[src/dac_pkg.sv]
// Purpose: Shared constants and types for the display attribute control block.
// Assumes: Registers reached through the documented parallel port pins only.
// Notes: Offsets are the port's own register-select codes.
//
// Notes on behaviour
// - Port uses 8-bit data, read/write, three chip select inputs, two register selects.
// - Port timed by processor phase-two enable and cleared by general reset.
// - Control A bit 7 enables field attribute decoding; code FF decoded whatever bit 7 holds.
// - Control A bit 6 holds the timing controller in reset when set.
// - Control A bit 4 selects covering or transparent cursor form.
// - Control B bit 7 stops attribute wrap from last text line to first.
// - Control B bit 6 selects 12-location or 16-location glyph mode.
// - Control B bit 4 clear blocks video to the tube unit.
// - Control B bit 2 makes the base colour flag effective when set.
// - Control B bit 0 ends attribute validity at line end when set.
// - Decoder classifies each memory code as character or field attribute.
// - Code FF while presentation active raises message-line detect, latched as flag.
// - Video-off detect on bit 6 low and bits 3-2 high, latched from attributes.
// - Message-line loads clock the attribute register without capturing video-off.
// - Field and extended attribute registers load on attribute-register clock.
// - Attribute-register clock also pulses at horizontal sync outside glyph loading.
// - Presentation active follows display enable and gates attribute recognition.
package dac_pkg;
  // ==========================================================
  // Port register selects {rs1, rs0}; control bit 2 picks data or direction.
  localparam logic [1:0] DAC_RS_A = 2'h0;
  localparam logic [1:0] DAC_RS_CA = 2'h1;
  localparam logic [1:0] DAC_RS_B = 2'h2;
  localparam logic [1:0] DAC_RS_CB = 2'h3;
  localparam int DAC_CR_DDR_SEL_BIT = 2;
  localparam logic [7:0] DAC_CR_RST = 8'h00;
  localparam logic [7:0] DAC_OUT_RST = 8'h00;
  localparam logic [7:0] DAC_DDR_RST = 8'h00;
  localparam logic [7:0] DAC_MLA_CODE = 8'hff;
  // ==========================================================
  // Field positions.
  localparam int DAC_A_FA_EN = 7;
  localparam int DAC_A_TC_RST = 6;
  localparam int DAC_A_CUR = 4;
  localparam int DAC_B_PAGE_STOP = 7;
  localparam int DAC_B_GLYPH = 6;
  localparam int DAC_B_VIDEO = 4;
  localparam int DAC_B_BASE = 2;
  localparam int DAC_B_LINE_STOP = 0;

  typedef struct packed {
    logic field_attr_interp_enable;
    logic timing_ctrl_reset;
    logic cursor_shape_select;
    logic page_end_stop;
    logic glyph_height_select;
    logic video_pass_enable;
    logic base_colour_effective;
    logic line_end_stop;
  } dac_ctrl_t;

  typedef struct packed {
    logic message_line_flag;
    logic video_off_flag;
    logic fa5;
    logic fa3;
  } dac_fa_t;
endpackage

[src/dac_top.sv]
// Purpose: Parallel control port plus field attribute decoder and registers.
// Assumes: Phase-two enable, sync and display enable are external pins.
// Notes: The port's strobe is the synchronised phase-two level's falling edge.
module dac_top (
  input wire logic mclk_i, // 40 MHz clock
  input wire logic rst_n_i, // general reset, active low
  input wire logic phi2_i, // processor phase-two enable pin
  input wire logic cs_addr3_i, // address bit 3 chip select
  input wire logic [1:0] decoder_chip_selects_i, // from address decoder
  input wire logic [1:0] rs_i, // register select, address bits 1..0
  input wire logic rw_i, // 1 read, 0 write
  input wire logic [7:0] data_i, // data bus in
  output logic [7:0] data_o, // data bus out
  output logic data_oe_o, // data bus drive enable
  input wire logic [7:0] display_memory_code_i, // code from display memory
  input wire logic [7:0] ext_attr_i, // extended attribute byte
  input wire logic hsync_i, // horizontal sync pin
  input wire logic display_enable_out_i, // timing controller enable pin
  input wire logic glyph_store_load_i, // character generator loading
  output dac_pkg::dac_ctrl_t ctrl_o, // presentation settings
  output logic presentation_active_o, // registered display enable
  output logic message_line_detect_o, // code FF seen, active
  output logic video_off_detect_o, // video-off code pattern
  output logic attribute_register_clock_o, // attribute load strobe
  output dac_pkg::dac_fa_t fa_o, // field attribute register
  output logic [7:0] efa_o, // extended field attribute register
  output logic video_blank_o // video blocked
);
  import dac_pkg::*;

  // ==========================================================
  // Pin synchronisers.
  // The bus pins follow the processor's own timing, so they pass two flip-flops
  // just like phase two; the strobe then sees selects and data of the same age.
  // The cost is two clocks of latency, which the long phase-two level easily covers.
  logic [1:0] phi2_s_q, hs_s_q, de_s_q, ld_s_q;
  logic [1:0] cs_s_q, rw_s_q;
  logic [1:0][1:0] dcs_s_q, rs_s_q;
  logic [1:0][7:0] wd_s_q;
  logic phi2_d_q;
  always_ff @(posedge mclk_i or negedge rst_n_i) begin
    if (!rst_n_i) begin
      phi2_s_q <= 2'h0;
      hs_s_q <= 2'h0;
      de_s_q <= 2'h0;
      ld_s_q <= 2'h0;
      cs_s_q <= 2'h0;
      rw_s_q <= 2'h0;
      dcs_s_q <= 4'h0;
      rs_s_q <= 4'h0;
      wd_s_q <= 16'h0000;
      phi2_d_q <= 1'b0;
    end else begin
      phi2_s_q <= {phi2_s_q[0], phi2_i};
      hs_s_q <= {hs_s_q[0], hsync_i};
      de_s_q <= {de_s_q[0], display_enable_out_i};
      ld_s_q <= {ld_s_q[0], glyph_store_load_i};
      cs_s_q <= {cs_s_q[0], cs_addr3_i};
      rw_s_q <= {rw_s_q[0], rw_i};
      dcs_s_q <= {dcs_s_q[0], decoder_chip_selects_i};
      rs_s_q <= {rs_s_q[0], rs_i};
      wd_s_q <= {wd_s_q[0], data_i};
      phi2_d_q <= phi2_s_q[1];
    end
  end
  wire phi2 = phi2_s_q[1];
  wire hs = hs_s_q[1];
  wire ld = ld_s_q[1];
  wire cs_s = cs_s_q[1];
  wire rw_s = rw_s_q[1];
  wire [1:0] dcs_s = dcs_s_q[1];
  wire [1:0] rs_s = rs_s_q[1];
  wire [7:0] wd_s = wd_s_q[1];

  // ==========================================================
  // Port registers.
  logic [7:0] out_a_q, out_b_q, ddr_a_q, ddr_b_q, cr_a_q, cr_b_q;
  wire sel = cs_s & dcs_s[0] & ~dcs_s[1];
  wire strobe = phi2_d_q & ~phi2 & sel;
  wire wr = strobe & ~rw_s;
  wire wr_a = wr && rs_s == DAC_RS_A;
  wire wr_b = wr && rs_s == DAC_RS_B;
  wire wr_ca = wr && rs_s == DAC_RS_CA;
  wire wr_cb = wr && rs_s == DAC_RS_CB;
  wire a_data = cr_a_q[DAC_CR_DDR_SEL_BIT];
  wire b_data = cr_b_q[DAC_CR_DDR_SEL_BIT];

  always_ff @(posedge mclk_i or negedge rst_n_i) begin
    if (!rst_n_i) begin
      out_a_q <= DAC_OUT_RST;
      out_b_q <= DAC_OUT_RST;
      ddr_a_q <= DAC_DDR_RST;
      ddr_b_q <= DAC_DDR_RST;
      cr_a_q <= DAC_CR_RST;
      cr_b_q <= DAC_CR_RST;
    end else begin
      if (wr_a && a_data) out_a_q <= wd_s;
      if (wr_a && !a_data) ddr_a_q <= wd_s;
      if (wr_b && b_data) out_b_q <= wd_s;
      if (wr_b && !b_data) ddr_b_q <= wd_s;
      if (wr_ca) cr_a_q <= wd_s;
      if (wr_cb) cr_b_q <= wd_s;
    end
  end

  wire [7:0] pa = out_a_q & ddr_a_q;
  wire [7:0] pb = out_b_q & ddr_b_q;
  wire [7:0] rd_a = a_data ? pa : ddr_a_q;
  wire [7:0] rd_b = b_data ? pb : ddr_b_q;
  wire [7:0] rd_mux = (rs_s == DAC_RS_A) ? rd_a :
                      (rs_s == DAC_RS_B) ? rd_b :
                      (rs_s == DAC_RS_CA) ? cr_a_q : cr_b_q;
  assign data_o = rd_mux;
  assign data_oe_o = sel & rw_s & phi2;

  assign ctrl_o.field_attr_interp_enable = pa[DAC_A_FA_EN];
  assign ctrl_o.timing_ctrl_reset = pa[DAC_A_TC_RST];
  assign ctrl_o.cursor_shape_select = pa[DAC_A_CUR];
  assign ctrl_o.page_end_stop = pb[DAC_B_PAGE_STOP];
  assign ctrl_o.glyph_height_select = pb[DAC_B_GLYPH];
  assign ctrl_o.video_pass_enable = pb[DAC_B_VIDEO];
  assign ctrl_o.base_colour_effective = pb[DAC_B_BASE];
  assign ctrl_o.line_end_stop = pb[DAC_B_LINE_STOP];

  // ==========================================================
  // Field attribute decoder.
  logic dmg_q;
  always_ff @(posedge mclk_i or negedge rst_n_i) begin
    if (!rst_n_i) dmg_q <= 1'b0;
    else dmg_q <= de_s_q[1];
  end
  assign presentation_active_o = dmg_q;

  wire [7:0] ch = display_memory_code_i;
  dac_fa_t fa_q;
  logic [7:0] efa_q;
  wire is_mla = (ch == DAC_MLA_CODE);
  wire is_fa = ch[7] & ~ch[6];
  assign message_line_detect_o = is_mla & dmg_q;
  assign video_off_detect_o = ~ch[6] & ch[3] & ch[2];
  wire no_msg = ~fa_q.message_line_flag;
  wire fa_load = ~ld & dmg_q & no_msg &
                 ((ctrl_o.field_attr_interp_enable & is_fa) | is_mla);
  wire hs_load = ~ld & hs;
  assign attribute_register_clock_o = fa_load | hs_load;

  // Sync loads clear the registers; the wrap memory lives elsewhere.
  always_ff @(posedge mclk_i or negedge rst_n_i) begin
    if (!rst_n_i) begin
      fa_q <= '0;
      efa_q <= 8'h00;
    end else if (hs_load) begin
      fa_q <= '0;
      efa_q <= 8'h00;
    end else if (fa_load) begin
      fa_q <= '{message_line_detect_o, video_off_detect_o, ch[5], ch[3]};
      efa_q <= ext_attr_i;
    end
  end
  assign fa_o = fa_q;
  assign efa_o = efa_q;
  assign video_blank_o = fa_q.video_off_flag | ~ctrl_o.video_pass_enable;

  // ==========================================================
  // Checks.
  ml_flag_a: assert property (@(posedge mclk_i) disable iff (!rst_n_i)
    fa_load && !hs_load && is_mla |=> fa_q.message_line_flag && !fa_q.video_off_flag)
    else $error("message line load wrong");
  vo_latch_a: assert property (@(posedge mclk_i) disable iff (!rst_n_i)
    fa_load && !hs_load && is_fa && ch[3] && ch[2] |=> fa_q.video_off_flag)
    else $error("video off not latched");
  fa_gate_a: assert property (@(posedge mclk_i) disable iff (!rst_n_i)
    is_fa && !is_mla && !ctrl_o.field_attr_interp_enable && !hs |-> !fa_load)
    else $error("attribute taken while disabled");
  hs_clk_a: assert property (@(posedge mclk_i) disable iff (!rst_n_i)
    hs && !ld |-> attribute_register_clock_o)
    else $error("sync load missing");
  dmg_gate_a: assert property (@(posedge mclk_i) disable iff (!rst_n_i)
    !dmg_q |-> !message_line_detect_o && !fa_load)
    else $error("recognised while inactive");
  dmg_follow_a: assert property (@(posedge mclk_i) disable iff (!rst_n_i)
    $rose(de_s_q[1]) |=> dmg_q)
    else $error("presentation active late");
  wr_a_a: assert property (@(posedge mclk_i) disable iff (!rst_n_i)
    wr_a && a_data |=> out_a_q == $past(wd_s))
    else $error("port A write lost");
  video_a: assert property (@(posedge mclk_i) disable iff (!rst_n_i)
    !ctrl_o.video_pass_enable |-> video_blank_o)
    else $error("video not blocked");
  ctrl_b_a: assert property (@(posedge mclk_i) disable iff (!rst_n_i)
    ctrl_o.line_end_stop == (out_b_q[0] & ddr_b_q[0]))
    else $error("line stop mismatch");
  ml_c: cover property (@(posedge mclk_i) disable iff (!rst_n_i) fa_load && is_mla);
  vo_c: cover property (@(posedge mclk_i) disable iff (!rst_n_i) fa_q.video_off_flag);
  hs_c: cover property (@(posedge mclk_i) disable iff (!rst_n_i) hs_load);
  wr_c: cover property (@(posedge mclk_i) disable iff (!rst_n_i) wr_a && a_data);
  ld_c: cover property (@(posedge mclk_i) disable iff (!rst_n_i) ld && hs);

  // ==========================================================
  // Port checks.
  // Each setting must follow the written bit once its line is an output.
  fa_en_bit_a: assert property (@(posedge mclk_i) disable iff (!rst_n_i)
    wr_a && a_data && ddr_a_q[DAC_A_FA_EN] |=>
    ctrl_o.field_attr_interp_enable == $past(wd_s[DAC_A_FA_EN]))
    else $error("interpretation enable not set");
  tc_rst_bit_a: assert property (@(posedge mclk_i) disable iff (!rst_n_i)
    wr_a && a_data && ddr_a_q[DAC_A_TC_RST] |=>
    ctrl_o.timing_ctrl_reset == $past(wd_s[DAC_A_TC_RST]))
    else $error("controller reset not set");
  cursor_bit_a: assert property (@(posedge mclk_i) disable iff (!rst_n_i)
    wr_a && a_data && ddr_a_q[DAC_A_CUR] |=>
    ctrl_o.cursor_shape_select == $past(wd_s[DAC_A_CUR]))
    else $error("cursor form not set");
  page_bit_a: assert property (@(posedge mclk_i) disable iff (!rst_n_i)
    wr_b && b_data && ddr_b_q[DAC_B_PAGE_STOP] |=>
    ctrl_o.page_end_stop == $past(wd_s[DAC_B_PAGE_STOP]))
    else $error("page stop not set");
  glyph_bit_a: assert property (@(posedge mclk_i) disable iff (!rst_n_i)
    wr_b && b_data && ddr_b_q[DAC_B_GLYPH] |=>
    ctrl_o.glyph_height_select == $past(wd_s[DAC_B_GLYPH]))
    else $error("glyph mode not set");
  video_bit_a: assert property (@(posedge mclk_i) disable iff (!rst_n_i)
    wr_b && b_data && ddr_b_q[DAC_B_VIDEO] |=>
    ctrl_o.video_pass_enable == $past(wd_s[DAC_B_VIDEO]))
    else $error("video pass not set");
  base_bit_a: assert property (@(posedge mclk_i) disable iff (!rst_n_i)
    wr_b && b_data && ddr_b_q[DAC_B_BASE] |=>
    ctrl_o.base_colour_effective == $past(wd_s[DAC_B_BASE]))
    else $error("base colour not set");
  line_bit_a: assert property (@(posedge mclk_i) disable iff (!rst_n_i)
    wr_b && b_data && ddr_b_q[DAC_B_LINE_STOP] |=>
    ctrl_o.line_end_stop == $past(wd_s[DAC_B_LINE_STOP]))
    else $error("line stop not set");

  // A deselected port must keep the data and control registers untouched.
  unsel_hold_a: assert property (@(posedge mclk_i) disable iff (!rst_n_i)
    !sel |=> $stable(out_a_q) && $stable(out_b_q) && $stable(cr_a_q) && $stable(cr_b_q))
    else $error("write while deselected");
  oe_sel_a: assert property (@(posedge mclk_i) disable iff (!rst_n_i)
    data_oe_o |-> sel && rw_s)
    else $error("bus driven without read");
  strobe_one_a: assert property (@(posedge mclk_i) disable iff (!rst_n_i)
    strobe |=> !strobe)
    else $error("strobe longer than one clock");
  wr_b_a: assert property (@(posedge mclk_i) disable iff (!rst_n_i)
    wr_b && b_data |=> out_b_q == $past(wd_s))
    else $error("port B write lost");
  cr_a_wr_a: assert property (@(posedge mclk_i) disable iff (!rst_n_i)
    wr_ca |=> cr_a_q == $past(wd_s))
    else $error("control A write lost");
  cr_b_wr_a: assert property (@(posedge mclk_i) disable iff (!rst_n_i)
    wr_cb |=> cr_b_q == $past(wd_s))
    else $error("control B write lost");
  ddr_a_wr_a: assert property (@(posedge mclk_i) disable iff (!rst_n_i)
    wr_a && !a_data |=> ddr_a_q == $past(wd_s))
    else $error("direction A write lost");
  ddr_b_wr_a: assert property (@(posedge mclk_i) disable iff (!rst_n_i)
    wr_b && !b_data |=> ddr_b_q == $past(wd_s))
    else $error("direction B write lost");

  // ==========================================================
  // Decoder checks.
  // Sync clears win over attribute loads, so these look at attribute loads alone.
  class_a: assert property (@(posedge mclk_i) disable iff (!rst_n_i)
    fa_load |-> is_fa || is_mla)
    else $error("character code loaded");
  ml_level_a: assert property (@(posedge mclk_i) disable iff (!rst_n_i)
    message_line_detect_o |-> dmg_q && is_mla)
    else $error("message detect without code");
  ml_hold_a: assert property (@(posedge mclk_i) disable iff (!rst_n_i)
    fa_q.message_line_flag && !hs_load |=> fa_q.message_line_flag)
    else $error("message flag dropped");
  vo_blank_a: assert property (@(posedge mclk_i) disable iff (!rst_n_i)
    fa_q.video_off_flag |-> video_blank_o)
    else $error("video off flag ignored");
  ml_no_vo_a: assert property (@(posedge mclk_i) disable iff (!rst_n_i)
    is_mla |-> !video_off_detect_o)
    else $error("video off on message code");
  efa_load_a: assert property (@(posedge mclk_i) disable iff (!rst_n_i)
    fa_load && !hs_load |=> efa_q == $past(ext_attr_i))
    else $error("extended attribute not loaded");
  fa_bits_a: assert property (@(posedge mclk_i) disable iff (!rst_n_i)
    fa_load && !hs_load |=> fa_q.fa5 == $past(ch[5]) && fa_q.fa3 == $past(ch[3]))
    else $error("attribute bits not loaded");
  hs_clear_a: assert property (@(posedge mclk_i) disable iff (!rst_n_i)
    hs_load |=> fa_q == '0 && efa_q == 8'h00)
    else $error("sync load did not clear");
  ld_block_a: assert property (@(posedge mclk_i) disable iff (!rst_n_i)
    ld |-> !attribute_register_clock_o)
    else $error("load during glyph loading");
  dmg_fall_a: assert property (@(posedge mclk_i) disable iff (!rst_n_i)
    $fell(de_s_q[1]) |=> !dmg_q)
    else $error("presentation active stuck");
endmodule // dac_top

[config.mk]
export PLATFORM = sky130hd
export DESIGN_NAME = dac_top
export DESIGN_NICKNAME = d
export VERILOG_FILES = /design/src/dac_pkg.sv /design/src/dac_top.sv
export SDC_FILE = /design/constraint.sdc
export NUM_CORES = 1
export LEC_CHECK = 0
export BUFFER_PORTS_ARGS = -buffer_cell sky130_fd_sc_hd__buf_2
export CORE_UTILIZATION = 40
export CTS_CLUSTER_SIZE = 16
export DETAILED_ROUTE_END_ITERATION = 8
export GPL_ROUTABILITY_DRIVEN = 0
export PLACE_DENSITY = 0.72
export SYNTH_ARGS = -nofsm -noshare
export SYNTH_HDL_FRONTEND = slang
export SYNTH_SLANG_ARGS = --single-unit
[constraint.sdc]
create_clock -name mclk_i -period 1.68 [get_ports mclk_i]
set_input_delay 0.252 -clock mclk_i [delete_from_list [all_inputs] [get_ports mclk_i]]
set_output_delay 0.252 -clock mclk_i [all_outputs]
set_load 0.05 [all_outputs]
==> flow_metrics.tcl <==
set metrics [dict create \
    status "complete, but fails checks" \
    violations "negative setup slack" \
    clock_path_buffers 2 \
    setup_viol 8 \
    critical_path_required_ps 1430 \
    fin_crit_sh_pct 109 \
    syn_area_per_cell_um2 14.3 \
    power_leakage_nw 2.59 \
    worstPathArrival_ps 1580 \
    startpoint_type "flip-flop" \
    yosys_register_bits 98 \
    end_kind "output port" \
    drt_wl_total_mm 7.59 \
    fin_nets 419 \
    p_per_area_mw_per_mm2 913 \
    area_growth_pct 29.3 \
    dr.pass1.iters 5 \
    syn-num-nets 312 \
    maxCapViolations 0 \
    clock_skew_ps 10.1 \
    grt-ovfl-total 0 \
    ys.warnings.count 0 \
    io_buffers 69 \
    grtUsageTotal_pct 16.7 \
    max_clock_freq_ghz 0.545 \
    cts.clk_slew.worst_paths_ps 80 \
    drt-initial-drc-count 48 \
    chipWidth_um 101 \
    relSlewSlack_pct 77.2 \
    critical_path_class "flip-flop to output port" \
    clock-sinks 98 \
    slew_violations 0 \
    cts_buffers 9 \
    fp.coreArea_mm2 0.00937 \
    hold_class "primary input to flip-flop" \
    dp_hpwl_mm 5.28 \
    n_antenna_cell 0 \
    layout_common_cells "dfrtp_1 (94), buf_2 (58), mux2_2 (31), nand2_1 (30), buf_4 (20)" \
    antenna_found_initial 0 \
    fill_cells 802 \
    ant_nets 0 \
    io_pins 70 \
    ys_seq_area_share_pct 62.2 \
    h-tree-depth 3 \
    wl_per_cell_um 14.7 \
    chipHeight_um 101 \
    finalWorstSetupSlack_ps -155 \
    vdd_ir_drop_max_v 0.000481 \
    core.rowCount 35 \
    tightestPinTransition_ps 342 \
    grt_pass1_vias 2546 \
    synthesis.area_mm2 0.00394 \
    dpl-instance-area_mm2 0.00455 \
    start_util_pct 42.0 \
    syn_inst 276 \
    hold_viol_final 0 \
    cts_root_buffer "clkbuf_8" \
    fin_crit_ps 1830 \
    cts_tree "built" \
    synth_cell_types 37 \
    dieArea_mm2 0.0103 \
    final_cell_count_no_fill 516 \
    final_area_mm2 0.00509 \
    clkLatencyLatePin_ps 350 \
    final_common_cell "dfrtp_1" \
    vias 2465 \
    crit_fanout 6 \
    grt_max_degree 47 \
    grt_first_pass_wirelength_mm 12.8 \
    dp.cells 478 \
    post-route-drc-count 0 \
    rsz0062_at_grt "true" \
    final_layout_size_suffix_gt1_share_pct 47.0 \
    vias_per_cell 4.78 \
]
## critical path: stages, from the launching register on
cell     delay [ps]
dfrtp_2         490
mux4_2          570
buf_6           180
## through the flow
| step | power (mW) | hold WS, ps | util, % | setup WS (ps) | TNS [ps] |
|---|---|---|---|---|---|
| after floorplan | 2.82 | -43.6 | - | 18.2 | 0 |
| after global placement | 2.98 | 179 | 48.5 | -34.5 | -260 |
| after detailed placement | 2.99 | 180 | 48.5 | -82.1 | -606 |
| after CTS | 4.70 | 4.01 | 54.0 | -170 | -1200 |
| after global routing | 4.87 | 12.5 | 54.4 | -219 | -1920 |
| final | 4.65 | 12.8 | 54.4 | -155 | -1030 |
## synthesized netlist by cell type
cell type,number,area (um^2)
dfrtp_1,98,2450
mux2_2,31,349
nand2_1,31,116
mux2_4,16,240
mux2i_1,15,150
o21ai_0,11,55.1
inv_1,9,33.8
and2_1,8,50.1
a21boi_0,6,45.0
o21a_1,6,45.0
clkbuf_1,5,18.8
o211ai_1,5,37.5
buf_2,3,15.0
mux4_2,3,67.6
nand2b_1,3,18.8
nand4_1,2,12.5
nor2_1,2,7.51
nor3_1,2,10.0
nor3_4,2,32.5
and3_2,1,7.51
and3_4,1,11.3
and3b_2,1,10.0
and4b_4,1,13.8
buf_1,1,3.75
buf_12,1,20.0
buf_4,1,7.51
buf_6,1,11.3
clkbuf_2,1,5.00
mux2_1,1,11.3
nand3_1,1,5.00
nand3_4,1,17.5
nand4b_4,1,23.8
nor2_4,1,11.3
nor2b_1,1,6.26
nor4_1,1,6.26
o21ai_1,1,5.00
or2_1,1,6.26
## cell families after synthesis
group	share of synthesized area, %
buf+inv	2.92
mux	20.8
flops	62.2
simple gates	9.30
compound gates	4.76
## power by group
| part | leakage, nW | switching, mW | internal (mW) | total [mW] |
|---|---|---|---|---|
| Sequential | 1.26 | 0.0750 | 2.47 | 2.54 |
| Clock | 0.112 | 0.771 | 0.869 | 1.64 |
| Combinational | 1.21 | 0.246 | 0.226 | 0.473 |
## flip-flops by register name, summed over array words and instances, names as in the netlist, 2 cells and up
| register | count |
|---|---|
| cr_a_q | 8 |
| cs_s_q | 2 |
| hs_s_q | 2 |
| wd_s | 8 |
| dcs_s | 2 |
| out_a_q | 8 |
| de_s_q | 2 |
| ld_s_q | 2 |
| rs_s | 2 |
| cr_b_q | 8 |
| rs_s_q | 2 |
| rw_s_q | 2 |
| efa_o | 8 |
| fa_o | 4 |
| out_b_q | 8 |
| ddr_a_q | 8 |
| wd_s_q | 8 |
| ddr_b_q | 8 |
| phi2_s_q | 2 |
| dcs_s_q | 2 |
## timing repair
item                                    4_1_cts  5_1_grt
hold endpoints to repair                     39        1
resized for setup                            39        5
endpoints found under the setup margin       24       25
hold buffers                                 17        1
cloned                                        0        0
pin swaps                                     4        2
buffers inserted                              4        1
## worst paths after layout
path	slack, ps	start	depth (start not counted)	to
worst max-delay path	-150	rs_s[1]	2	data_o[7]
worst min-delay path	10	data_i[4]	1	wd_s_q[4]
worst max register to register	10	dcs_s[1]	4	out_b_q[1]
worst min register to register	350	wd_s_q[7]	0	wd_s[7]
max in group asynchronous	700	rst_n_i	3	presentation_active_o
min in group asynchronous	350	rst_n_i	2	ddr_a_q[4]
## per-layer routing
metal,track usage [%],wire [um]
met5,0,0
met4,6.02,102
met3,3.24,266
met2,26.9,3650
met1,22.6,3570
## layout make-up
type                       count  area (um^2)  share of cell area [%]
multi-input combinational    156         1430                    28.0
sequential                    98         2460                    48.2
inverter                       9         33.8                   0.663
clock buffer                  10          138                    2.70
tap                          129          161                    3.17
timing repair buffer         109          801                    15.7
clock inverter                 5         78.8                    1.55
(Power assumes the default switching activity.)
